==> src/common/i2c_client_pkg.sv <==
// i2c_client_pkg: constants, register offsets and carrier types of the two-wire client
// assumes: one 200 MHz clock domain; all pins are synchronised before use
package i2c_client_pkg;
    localparam int NUM_LOOPS = 3;

    // register offsets
    localparam logic [15:0] REG_LOCK_STATUS = 16'h000C;
    localparam logic [15:0] REG_INT_FLAGS = 16'h000D;
    localparam logic [15:0] REG_SYNC_TRIG = 16'h0015;
    localparam logic [15:0] REG_SOFT_RESET = 16'h0017;
    localparam logic [15:0] REG_SYNC_EN = 16'h0019;
    localparam logic [15:0] REG_NVM_CTRL = 16'h00AB;
    localparam logic [15:0] REG_NVM_STAGE = 16'h00B0;

    // field positions
    localparam int SYNC_TRIG_BIT = 6;
    localparam int GLOBAL_RST_BIT = 6;
    localparam int DIGITAL_RST_LSB = 3;
    localparam int ANALOG_RST_LSB = 0;
    localparam int SYNC_EN_BIT = 0;
    localparam int NVM_PROG_BIT = 0;
    localparam int NVM_BUSY_BIT = 2;

    localparam logic [4:0] DEFAULT_ADDR_MSB = 5'h19;
    localparam logic [6:0] DEFAULT_ADDR_PIN_LOW = 7'h64;
    localparam logic [1:0] STRAP_SETTLE = 2'h3;
    localparam logic [3:0] BITS_PER_BYTE = 4'h8;
    localparam logic [1:0] BYTE_PTR_HI = 2'h0;
    localparam logic [1:0] BYTE_PTR_LO = 2'h1;
    localparam logic [1:0] BYTE_DATA = 2'h2;

    // strap pin level codes
    localparam logic [1:0] PIN_LOW = 2'h0;
    localparam logic [1:0] PIN_HIGH = 2'h1;
    localparam logic [1:0] PIN_MID = 2'h2;

    typedef enum logic [2:0] {PH_IDLE, PH_ADDR, PH_RX, PH_ACK, PH_TX, PH_MACK} phase_t;

    typedef struct packed {
        logic [NUM_LOOPS-1:0] lock_lost;
        logic [4:0] nvm_msb;
        logic [1:0] addr_pin;
        logic iface;
        logic sda;
        logic scl;
    } pins_t;

    typedef struct packed {
        logic en;
        logic [15:0] addr;
        logic [7:0] data;
    } reg_wr_t;

    typedef struct packed {
        logic global_soft_reset;
        logic [NUM_LOOPS-1:0] digital_loop_soft_reset;
        logic [NUM_LOOPS-1:0] analog_loop_soft_reset;
        logic sync_enable;
        logic software_sync_trigger;
    } loop_ctrl_t;

    // an unused fourth level code falls back to the low address
    function automatic logic [1:0] strap_lsbs(input logic [1:0] level);
        logic [1:0] r;
        r = 2'h0;
        if (level == PIN_HIGH) begin
            r = 2'h1;
        end else if (level == PIN_MID) begin
            r = 2'h2;
        end
        return r;
    endfunction
endpackage

==> src/core/i2c_client_top.sv <==
// i2c_client_top: two-wire bus register client with strap-set address
// assumes: bus pins are asynchronous and are oversampled by the 200 MHz clock;
// open-drain data line, pulled up outside, only ever driven low
`timescale 1ns/1ps
`default_nettype none
module i2c_client_top #(
    parameter int REG_DEPTH = 32,
    parameter int NVM_PROG_CYCLES = 16
) (
    input wire logic clk_in,
    input wire logic reset_in,
    input wire logic scl_in,
    input wire logic sda_in,
    output logic sda_out,
    output logic sda_oe_out,
    input wire logic interface_select_pin_in,
    input wire logic [1:0] chip_select_address_pin_in,
    input wire logic [4:0] nvm_addr_msb_in,
    input wire logic [i2c_client_pkg::NUM_LOOPS-1:0] loop_lock_lost_flag_in,
    output i2c_client_pkg::loop_ctrl_t loop_ctrl_out,
    output logic [i2c_client_pkg::NUM_LOOPS-1:0] interrupt_status_flags_out,
    output logic nvm_write_out,
    output logic [4:0] nvm_data_out,
    output logic [6:0] client_address_out
);
    import i2c_client_pkg::*;

    typedef struct packed {
        phase_t phase;
        logic scl_d;
        logic sda_d;
        logic [3:0] bit_cnt;
        logic [7:0] shreg;
        logic rw;
        logic [1:0] byte_idx;
        logic [15:0] ptr;
        logic sda_oe;
        logic [1:0] settle;
        logic ready;
        logic enabled;
        logic [6:0] own_addr;
        reg_wr_t wr;
    } client_state_t;

    client_state_t s_reg, s_next;
    pins_t pins_raw, pins;
    logic scl_rise, scl_fall, start_cond, stop_cond, addr_match;
    logic [7:0] rd_data;

    assign pins_raw = '{
        lock_lost: loop_lock_lost_flag_in,
        nvm_msb: nvm_addr_msb_in,
        addr_pin: chip_select_address_pin_in,
        iface: interface_select_pin_in,
        sda: sda_in,
        scl: scl_in
    };

    pin_sync #(
        .W($bits(pins_t))
    ) u_sync (
        .clk_in(clk_in),
        .reset_in(reset_in),
        .d_in(pins_raw),
        .q_out(pins)
    );

    reg_space #(
        .DEPTH(REG_DEPTH),
        .NVM_PROG_CYCLES(NVM_PROG_CYCLES)
    ) u_regs (
        .clk_in(clk_in),
        .reset_in(reset_in),
        .wr_in(s_reg.wr),
        .rd_addr_in(s_reg.ptr),
        .rd_data_out(rd_data),
        .lock_lost_in(pins.lock_lost),
        .ctrl_out(loop_ctrl_out),
        .flags_out(interrupt_status_flags_out),
        .nvm_write_out(nvm_write_out),
        .nvm_data_out(nvm_data_out)
    );

    // no bit-rate timer: edges are found by oversampling, so any slower rate also works
    assign scl_rise = pins.scl && !s_reg.scl_d;
    assign scl_fall = !pins.scl && s_reg.scl_d;
    assign start_cond = s_reg.sda_d && !pins.sda && pins.scl && s_reg.scl_d;
    assign stop_cond = !s_reg.sda_d && pins.sda && pins.scl && s_reg.scl_d;
    assign addr_match = s_reg.shreg[7:1] == s_reg.own_addr;

    always_comb begin
        s_next = s_reg;
        s_next.wr.en = 1'b0;
        s_next.scl_d = pins.scl;
        s_next.sda_d = pins.sda;
        if (!s_reg.ready) begin
            // straps are taken once, after the synchronisers have filled
            if (s_reg.settle == STRAP_SETTLE) begin
                s_next.ready = 1'b1;
                s_next.enabled = !pins.iface;
                s_next.own_addr[6:2] = pins.nvm_msb;
                s_next.own_addr[1:0] = strap_lsbs(pins.addr_pin);
            end else begin
                s_next.settle = s_reg.settle + 2'h1;
            end
        end else if (!s_reg.enabled) begin
            s_next.phase = PH_IDLE;
            s_next.sda_oe = 1'b0;
        end else if (start_cond) begin
            // a repeated start keeps the pointer so a read follows its write
            s_next.phase = PH_ADDR;
            s_next.bit_cnt = '0;
            s_next.sda_oe = 1'b0;
        end else if (stop_cond) begin
            s_next.phase = PH_IDLE;
            s_next.sda_oe = 1'b0;
        end else begin
            unique case (s_reg.phase)
                PH_IDLE: begin
                    s_next.sda_oe = 1'b0;
                end
                PH_ADDR, PH_RX: begin
                    if (scl_rise) begin
                        s_next.shreg = {s_reg.shreg[6:0], pins.sda};
                        s_next.bit_cnt = s_reg.bit_cnt + 4'h1;
                    end else if (scl_fall && s_reg.bit_cnt == BITS_PER_BYTE) begin
                        s_next.bit_cnt = '0;
                        if (s_reg.phase == PH_ADDR) begin
                            if (addr_match) begin
                                s_next.sda_oe = 1'b1;
                                s_next.phase = PH_ACK;
                                s_next.rw = s_reg.shreg[0];
                                if (!s_reg.shreg[0]) begin
                                    s_next.byte_idx = BYTE_PTR_HI;
                                end
                            end else begin
                                s_next.phase = PH_IDLE;
                            end
                        end else begin
                            s_next.sda_oe = 1'b1;
                            s_next.phase = PH_ACK;
                            if (s_reg.byte_idx != BYTE_DATA) begin
                                s_next.byte_idx = s_reg.byte_idx + 2'h1;
                            end
                            unique case (s_reg.byte_idx)
                                BYTE_PTR_HI: s_next.ptr[15:8] = s_reg.shreg;
                                BYTE_PTR_LO: s_next.ptr[7:0] = s_reg.shreg;
                                default: begin
                                    s_next.wr.en = 1'b1;
                                    s_next.wr.addr = s_reg.ptr;
                                    s_next.wr.data = s_reg.shreg;
                                    s_next.ptr = s_reg.ptr + 16'h0001;
                                end
                            endcase
                        end
                    end
                end
                PH_ACK: begin
                    if (scl_fall) begin
                        if (s_reg.rw) begin
                            s_next.shreg = rd_data;
                            s_next.sda_oe = !rd_data[7];
                            s_next.phase = PH_TX;
                        end else begin
                            s_next.sda_oe = 1'b0;
                            s_next.phase = PH_RX;
                        end
                    end
                end
                PH_TX: begin
                    if (scl_rise) begin
                        s_next.bit_cnt = s_reg.bit_cnt + 4'h1;
                    end else if (scl_fall) begin
                        if (s_reg.bit_cnt == BITS_PER_BYTE) begin
                            s_next.sda_oe = 1'b0;
                            s_next.bit_cnt = '0;
                            s_next.phase = PH_MACK;
                        end else begin
                            s_next.shreg = {s_reg.shreg[6:0], 1'b0};
                            s_next.sda_oe = !s_reg.shreg[6];
                        end
                    end
                end
                PH_MACK: begin
                    if (scl_rise) begin
                        if (pins.sda) begin
                            s_next.phase = PH_IDLE;
                        end else begin
                            s_next.ptr = s_reg.ptr + 16'h0001;
                        end
                    end else if (scl_fall) begin
                        s_next.shreg = rd_data;
                        s_next.sda_oe = !rd_data[7];
                        s_next.phase = PH_TX;
                    end
                end
                default: begin
                    s_next.phase = PH_IDLE;
                end
            endcase
        end
    end

    always_ff @(posedge clk_in) begin
        if (reset_in) begin
            s_reg <= '0;
        end else begin
            s_reg <= s_next;
        end
    end

    // the line is only ever pulled low; the pull-up makes the high level
    assign sda_out = 1'b0;
    assign sda_oe_out = s_reg.sda_oe;
    assign client_address_out = s_reg.own_addr;

    logic was_ready;
    always_ff @(posedge clk_in) begin
        if (reset_in) begin
            was_ready <= 1'b0;
        end else begin
            was_ready <= s_reg.ready;
        end
    end
endmodule // i2c_client_top
`default_nettype wire

==> src/core/pin_sync.sv <==
// pin_sync: two-flop synchroniser for a vector of asynchronous pins
// assumes: each bit is a level; bits are not related to one another
`timescale 1ns/1ps
`default_nettype none
module pin_sync #(
    parameter int W = 8
) (
    input wire logic clk_in,
    input wire logic reset_in,
    input wire logic [W-1:0] d_in,
    output logic [W-1:0] q_out
);
    typedef struct packed {
        logic [W-1:0] meta;
        logic [W-1:0] q;
    } sync_state_t;

    sync_state_t s_reg, s_next;

    always_comb begin
        s_next.meta = d_in;
        s_next.q = s_reg.meta;
    end

    always_ff @(posedge clk_in) begin
        if (reset_in) begin
            s_reg <= '0;
        end else begin
            s_reg <= s_next;
        end
    end

    assign q_out = s_reg.q;
endmodule // pin_sync
`default_nettype wire

==> src/core/reg_space.sv <==
// reg_space: register storage, self-clearing loop resets, sticky flags, staging transfer
// assumes: one write request per cycle from the bus client; lock inputs are synchronised
`timescale 1ns/1ps
`default_nettype none
module reg_space #(
    parameter int DEPTH = 32,
    parameter int NVM_PROG_CYCLES = 16
) (
    input wire logic clk_in,
    input wire logic reset_in,
    input wire i2c_client_pkg::reg_wr_t wr_in,
    input wire logic [15:0] rd_addr_in,
    output logic [7:0] rd_data_out,
    input wire logic [i2c_client_pkg::NUM_LOOPS-1:0] lock_lost_in,
    output i2c_client_pkg::loop_ctrl_t ctrl_out,
    output logic [i2c_client_pkg::NUM_LOOPS-1:0] flags_out,
    output logic nvm_write_out,
    output logic [4:0] nvm_data_out
);
    import i2c_client_pkg::*;

    typedef struct packed {
        logic [DEPTH-1:0][7:0] mem;
        loop_ctrl_t ctrl;
        logic [NUM_LOOPS-1:0] flags;
        logic [4:0] stage;
        logic busy;
        logic [15:0] cnt;
        logic nvm_write;
    } regs_state_t;

    regs_state_t s_reg, s_next;
    logic clear_hit;

    assign clear_hit = wr_in.en && (wr_in.addr == REG_INT_FLAGS);

    always_comb begin
        s_next = s_reg;
        s_next.nvm_write = 1'b0;
        s_next.ctrl.digital_loop_soft_reset = '0;
        s_next.ctrl.analog_loop_soft_reset = '0;
        s_next.flags = s_reg.flags | lock_lost_in;
        if (s_reg.busy) begin
            s_next.cnt = s_reg.cnt + 16'h0001;
            if (s_reg.cnt == 16'(NVM_PROG_CYCLES - 1)) begin
                s_next.busy = 1'b0;
                s_next.nvm_write = 1'b1;
            end
        end
        if (wr_in.en) begin
            case (wr_in.addr)
                REG_SYNC_TRIG: s_next.ctrl.software_sync_trigger = wr_in.data[SYNC_TRIG_BIT];
                REG_SYNC_EN: s_next.ctrl.sync_enable = wr_in.data[SYNC_EN_BIT];
                REG_SOFT_RESET: begin
                    s_next.ctrl.global_soft_reset = wr_in.data[GLOBAL_RST_BIT];
                    s_next.ctrl.digital_loop_soft_reset = wr_in.data[DIGITAL_RST_LSB +: NUM_LOOPS];
                    s_next.ctrl.analog_loop_soft_reset = wr_in.data[ANALOG_RST_LSB +: NUM_LOOPS];
                end
                // set wins over a write-one clear in the same cycle
                REG_INT_FLAGS: s_next.flags = (s_reg.flags & ~wr_in.data[NUM_LOOPS-1:0])
                    | lock_lost_in;
                REG_NVM_STAGE: s_next.stage = wr_in.data[4:0];
                REG_NVM_CTRL: begin
                    if (wr_in.data[NVM_PROG_BIT] && !s_reg.busy) begin
                        s_next.busy = 1'b1;
                        s_next.cnt = '0;
                    end
                end
                default: begin
                    if (wr_in.addr < 16'(DEPTH)) begin
                        s_next.mem[wr_in.addr[$clog2(DEPTH)-1:0]] = wr_in.data;
                    end
                end
            endcase
        end
    end

    always_comb begin
        rd_data_out = 8'h00;
        case (rd_addr_in)
            REG_LOCK_STATUS: rd_data_out[NUM_LOOPS-1:0] = lock_lost_in;
            REG_INT_FLAGS: rd_data_out[NUM_LOOPS-1:0] = s_reg.flags;
            REG_SYNC_TRIG: rd_data_out[SYNC_TRIG_BIT] = s_reg.ctrl.software_sync_trigger;
            REG_SYNC_EN: rd_data_out[SYNC_EN_BIT] = s_reg.ctrl.sync_enable;
            REG_SOFT_RESET: rd_data_out[GLOBAL_RST_BIT] = s_reg.ctrl.global_soft_reset;
            REG_NVM_STAGE: rd_data_out[4:0] = s_reg.stage;
            REG_NVM_CTRL: rd_data_out[NVM_BUSY_BIT] = s_reg.busy;
            default: begin
                if (rd_addr_in < 16'(DEPTH)) begin
                    rd_data_out = s_reg.mem[rd_addr_in[$clog2(DEPTH)-1:0]];
                end
            end
        endcase
    end

    always_ff @(posedge clk_in) begin
        if (reset_in) begin
            s_reg <= '0;
        end else begin
            s_reg <= s_next;
        end
    end

    assign ctrl_out = s_reg.ctrl;
    assign flags_out = s_reg.flags;
    assign nvm_write_out = s_reg.nvm_write;
    assign nvm_data_out = s_reg.stage;
endmodule // reg_space
`default_nettype wire

==> config.mk <==
export PLATFORM = sky130hd
export DESIGN_NAME = i2c_client_top
export DESIGN_NICKNAME = d
export VERILOG_FILES = /design/src/common/i2c_client_pkg.sv /design/src/core/i2c_client_top.sv /design/src/core/pin_sync.sv /design/src/core/reg_space.sv
export SDC_FILE = /design/constraint.sdc
export NUM_CORES = 1
export LEC_CHECK = 0
export BUFFER_PORTS_ARGS = -buffer_cell sky130_fd_sc_hd__buf_2
export CAP_MARGIN = 10
export CORE_ASPECT_RATIO = 1.25
export CORE_UTILIZATION = 45
export CTS_BUF_LIST = sky130_fd_sc_hd__clkbuf_8 sky130_fd_sc_hd__clkbuf_16
export DETAILED_ROUTE_END_ITERATION = 8
export HOLD_SLACK_MARGIN = 0.03
export PLACE_DENSITY = 0.57
export SLEW_MARGIN = 20
export SYNTH_ARGS = -nofsm -noshare
export SYNTH_HDL_FRONTEND = slang
export SYNTH_SLANG_ARGS = --single-unit
==> constraint.sdc <==
create_clock -name clk_in -period 6 [get_ports clk_in]
set_input_delay 0.3 -clock clk_in [delete_from_list [all_inputs] [get_ports clk_in]]
set_output_delay 0.3 -clock clk_in [all_outputs]
set_load 0.005 [all_outputs]
* Yosys cells after proc, flatten, opt, wreduce, memory -nomap -nowiden *
Cells that the tools add are included.

operators by class
  bitwise gates (word level) = 18
  reduce and logical (&&, ||, !) cells = 53
  multiplexer cells = 85
  add/subtract/negate cells = 5
  equality and inequality tests = 60
  $lt $le $gt $ge = 5

operators by type and width
  operator                 count
  $bwmux W256              1
  $eq A16 B5 Y1 const B    6
  $mux W8                  10
  $eq A16 B4 Y1 const B    4
  $eq A16 B8 Y1 const B    4
  $mux W3                  17
  $mux W25                 2
  $mux W16                 3
  $bmux W8 S5              1
  $demux W8 S5             1
  $mux W20                 2
  $ne A5 B5 Y1 const B     8
  $ne A2 B2 Y1 const B     19
  $mux W17                 2
  $add A16 B1 Y16 const B  2
  $lt A16 B6 Y1 const B    2
  $pmux W16 S2             1
  $pmux W8 S2              2
  $pmux W8 S4              1
  $mux W31                 1
  $reduce_and A10 Y1       3
  $reduce_and A11 Y1       2
  $mux W4                  5
  $mux W18                 1
  49 further kinds         126

storage, ports and cells
  output and inout bits = 27
  flip-flop bits (word level) = 390
  word-level logic and storage cells = 287
  bits of input ports = 15

* Depth between registers and ports, before layout *
  word-level depth = 11
  mapped depth = 13
  depth with buffers taken out = 8

* Hierarchy *
From an unflattened synthesis, not the netlist that was laid out.

unflattened totals
  cell total of the unflattened synthesis = 1752
  area total of the unflattened synthesis = 17845.9 um2

by module, submodules not included
  module          area each (um2)  cells each  sequential area each (um2)  times used
  reg_space       13106.3          1220        5825.6                      1
  i2c_client_top  4038.9           478         1461.4                      1
  pin_sync        700.7            54          520.5                       1

* Worst setup path before layout *
Ideal clock, no wire load.

  path type = register -> register
  start point = register s_reg[38] (netlist bit)
  end point = register s_reg[61] (netlist bit)
  setup slack = 3.247 ns
  stages on the path, launching flop included = 14
  setup time = 0.086 ns
  arrival = 2.668 ns
  data required time = 5.914 ns
  buffers on the path = 5
  path through = dfxtp_1 -> buf_6 -> buf_2 -> buf_2 -> buf_4 -> buf_2 -> inv_1 -> ha_1 -> nor4bb_1 -> o21ai_0 -> o311a_1 -> and2_1 -> o2111ai_1 -> a211oi_1

on the way
  cells in the longest elaborated chain, start to end = 7
  elaborated cells on any way between the ends = 18
  those cells by class = order compare: 1; eq/ne: 7; mux: 9; reduce/logical: 1

ends and longest elaborated chain
  element                                                line                                          RTL
  start, declared                                        i2c_client_top.sv:45                          client_state_t s_reg, s_next;
  start signal, assigned                                 i2c_client_top.sv:208                         s_reg <= s_next;
  branches (longest 3 deep; another with $lt A16 B6 Y1)  n/a
  $mux W1 (*)                                            reg_space.sv:80                               case (rd_addr_in)
  $mux W8 (on tied branches)                             i2c_client_top.sv:191, i2c_client_top.sv:160
  $mux W8 (on tied branches)                             i2c_client_top.sv:185, i2c_client_top.sv:159
  $pmux W8 S4 (*)                                        i2c_client_top.sv:118                         unique case (s_reg.phase)

Mark *: on every way between the ends. The select of a mux whose other input is x is not followed.
A chain may end at the register's enable or synchronous reset.

* Final worst setup path *
  start point = register s_reg[38] (netlist bit)
  end point = register s_reg[58] (netlist bit)

on the way
  cells in the longest elaborated chain, start to end = 7
  elaborated cells on any way between the ends = 18
  those cells by class = order compare: 1; eq/ne: 7; mux: 9; reduce/logical: 1

ends and longest elaborated chain
  element                                                line
  branches (longest 3 deep; another with $lt A16 B6 Y1)  n/a
  $pmux W1 S5 (*)                                        reg_space.sv:80
  $mux W8 (on tied branches)                             i2c_client_top.sv:191, i2c_client_top.sv:160
  $mux W8 (on tied branches)                             i2c_client_top.sv:185, i2c_client_top.sv:159
  $pmux W8 S4 (*)                                        i2c_client_top.sv:118

Marks and branches as above.

==> flow_summary.ini <==
[run_status]
status = finished clean

[clocking]
htree_num_levels = 2
clock_sink_count = 390
path_clk_slew_ns = 0.06
cts-buffers-inserted = 42
clock_path_buffers = 3
post-cts-setup-buffers = 0
clockRootBuffer = sky130_fd_sc_hd__clkbuf_16
clk-insertion-delay-late_ns = 0.56
cts_tree = built

[power_and_ir_drop]
p_leak_uw = 0.00643
power_uw = 5570
vdd.ir_drop.worst_v = 0.000184
power_density_nw_per_um2 = 288

[flow_run]
max-cap-violations = 0

[timing]
max_clock_freq_mhz = 299
hold_violations = 0
setup_total_negative_slack_ns = 0
min_period_over_period_pct = 55.7
rel_slew_slack_pct = 23.0
timing.final.crit_period_ns = 3.34
worst_hold_slack_ns = 0.257
finalClockSkew_ns = 0.0177
timing_max_transition_violations_final = 0
report.final.setup_viol = 0
rsz0062_at_grt = no
slew_worst_pin_ns = 1.15

[routing]
postRouteAntennaNets = 0
vias_per_cell = 5.84
wl_met1_mm = 21.0
drc_errors = 0
drt-pass1-iter-count = 7
top_layer = met4
met3WireLength_mm = 2.26
avgRoutedWirePerCell_um = 20.8
dr_total_vias = 14200
drt_wl_total_mm = 50.3
detailroute.wirelength.met2_mm = 25.2
drtIter0Drc = 1365

[yosys]
ys_ff_latch = 390
synthesis.yosys.warnings = 0
syn-mean-instance-area_um2 = 8.91
synthesis.instances = 1969
synth.cell_area_um2 = 17500
ys_flop_type = sky130_fd_sc_hd__dfxtp_1
postSynth.asyncResetShare_pct = 0
synth.distinct_cells = 73
synth.net_count = 1996
synth_edf_count = 0
sequential_area_share_after_synthesis_pct = 44.5

[min_path]
hold-path-cell-count = 2
hold_class = in -> reg

[floorplanning]
die_y_um = 223
pin_count = 42
core_region_area_um2 = 38300
design.die.area_um2 = 39800
placementRows = 80
chipWidth_um = 179
start_util_pct = 45.7

[global_route]
total_routing_resource_utilization_after_global_routing_pct = 25.6
maximum_number_of_pins_on_one_net_before_global_route_repair = 144
global_route.overflow_total = 0
vias_in_the_first_global_route = 13700
grt_antenna_before_repair = 0
grt_pass1_wl_mm = 79.2

[place]
post-dp-hpwl_mm = 30.9
place_area_um2 = 17700
finalWeightedCongestion = 0.837
buffer_ports.inserted = 40

[critical_path]
timing.reg2reg.worst_path_depth = 7
cp_data_required_time_ns = 6.44
worst-setup-path-type = reg -> reg
critical_path.max_stage_delay_ns = 0.90
worstSetupEndpointType = flip-flop
cp_cell_sequence = buf_4 > mux4_1 > nor2_1 > nor3_1 > or4_4 > a2111oi_4 > o2bb2ai_1
crit_path_top_delay_cell = sky130_fd_sc_hd__dfxtp_4
maximum_fanout_encountered_on_the_critical_timing_path = 54
start_kind = flip-flop
arrival_time_of_data_at_the_critical_path_endpoint_ns = 3.78

[finish]
final_layout_size_suffix_gt1_share_pct = 12.5
ff_latch_area_um2 = 7820
design.final.nets = 1926
layout.cell_area.non_filler_um2 = 19400
multi_input_area_um2 = 8770
number_of_flip_flops_in_the_largest_register = 273
antenna-diode-count = 0
nFillCells = 3555
layout-area-overhead-vs-synth_pct = 10.4
final_common_cell = sky130_fd_sc_hd__dfxtp_1
layout_common_cells = 386 x sky130_fd_sc_hd__dfxtp_1, 281 x sky130_fd_sc_hd__nand2_1, 231 x sky130_fd_sc_hd__a21oi_1, 181 x sky130_fd_sc_hd__o21ai_0, 156 x sky130_fd_sc_hd__nor2_1
[critical path: cells and delay by family (launching register included)]
kind	cells	cell delay (ns)
flops	1	0.90
buf+inv	1	0.48
compound gates	2	0.45
mux	1	0.60
simple gates	3	0.76
[where the power goes]
group	switching [µW]	leakage, µW	total (µW)	internal, µW
combinational	75.9	0.00251	114	38.2
sequential	15.6	0.00315	2620	2610
clock	1090	0.000774	2830	1740
total	1180	0.00643	5570	4390
[final timing paths]
check	start	slack (ns)	end
worst min register to register	u_sync.q_out[2]	0.42	s_reg[32]
worst max register to register	s_reg[38]	2.66	s_reg[58]
worst min-delay path	reset_in	0.26	u_regs.ctrl_out[8]
worst max-delay path	s_reg[38]	2.66	s_reg[58]
[through the flow]
stage	instances	setup WS [ns]	util, %
6_report	2423	2.66	50.5
5_1_grt	2423	2.46	50.5
3_3_place_gp	2334	2.65	46.2
4_1_cts	2423	2.61	50.5
2_1_floorplan	1969	3.25	-
3_5_place_dp	2334	2.64	46.2
[area by class of cell]
class	instances	area share, %
tap	492	3.18
timing repair buffer	80	2.87
clock inverter	22	1.55
inverter	18	0.349
clock buffer	54	6.34
multi-input combinational	1367	45.3
sequential	390	40.4
[cell usage after synthesis (8+ instances only)]
master	instances	share of area [%]
sky130_fd_sc_hd__xnor2_1	10	0.50
sky130_fd_sc_hd__clkbuf_1	137	2.9
sky130_fd_sc_hd__a21oi_1	231	6.6
sky130_fd_sc_hd__nor2_1	156	3.3
sky130_fd_sc_hd__buf_4	30	1.3
sky130_fd_sc_hd__xor2_1	19	0.95
sky130_fd_sc_hd__nand2_1	281	6.0
sky130_fd_sc_hd__inv_1	16	0.34
sky130_fd_sc_hd__mux2i_1	75	4.3
sky130_fd_sc_hd__buf_2	17	0.49
sky130_fd_sc_hd__ha_1	12	0.86
sky130_fd_sc_hd__nand3_1	19	0.54
sky130_fd_sc_hd__a31oi_1	8	0.29
sky130_fd_sc_hd__nand3b_1	8	0.34
sky130_fd_sc_hd__a211oi_1	20	0.86
sky130_fd_sc_hd__and3_1	13	0.46
sky130_fd_sc_hd__mux4_2	65	8.3
sky130_fd_sc_hd__dfxtp_1	390	45
sky130_fd_sc_hd__o21ai_0	181	5.2
sky130_fd_sc_hd__nand4_1	17	0.61
sky130_fd_sc_hd__nor3_1	17	0.49
sky130_fd_sc_hd__nor4_1	16	0.57
sky130_fd_sc_hd__or3_1	8	0.29
sky130_fd_sc_hd__nor2b_1	75	2.7
sky130_fd_sc_hd__mux2_2	12	0.77
[per-layer routing]
| layer | vias up | track usage (%) |
|---|---|---|
| li1 | 6724 | - |
| met3 | 77 | 2.86 |
| met2 | 374 | 43.7 |
| met5 | - | 0 |
| met4 | 0 | 10.5 |
| met1 | 6976 | 32.5 |
[kinds of logic (layout without fill, tap and decap cells)]
family          after synthesis  after routing  synth area share [%]
compound gates              508            508                  16.1
xor+xnor                     29             29                  1.45
fa+ha+maj                    12             12                 0.856
buf+inv                     212            174                  5.49
flops                       390            390                  44.5
mux                         156            156                  14.0
other cells                   1              1                0.0214
simple gates                661            661                  17.5
[timing repair]
item / 4_1_cts / 5_1_grt
hold buffers: 13 / 0
gates resized for setup: 0 / 0
endpoints found under the hold margin: 13 / 0
endpoints found under the setup margin: 0 / 0
No activity file was read; power rests on OpenSTA's default activity.
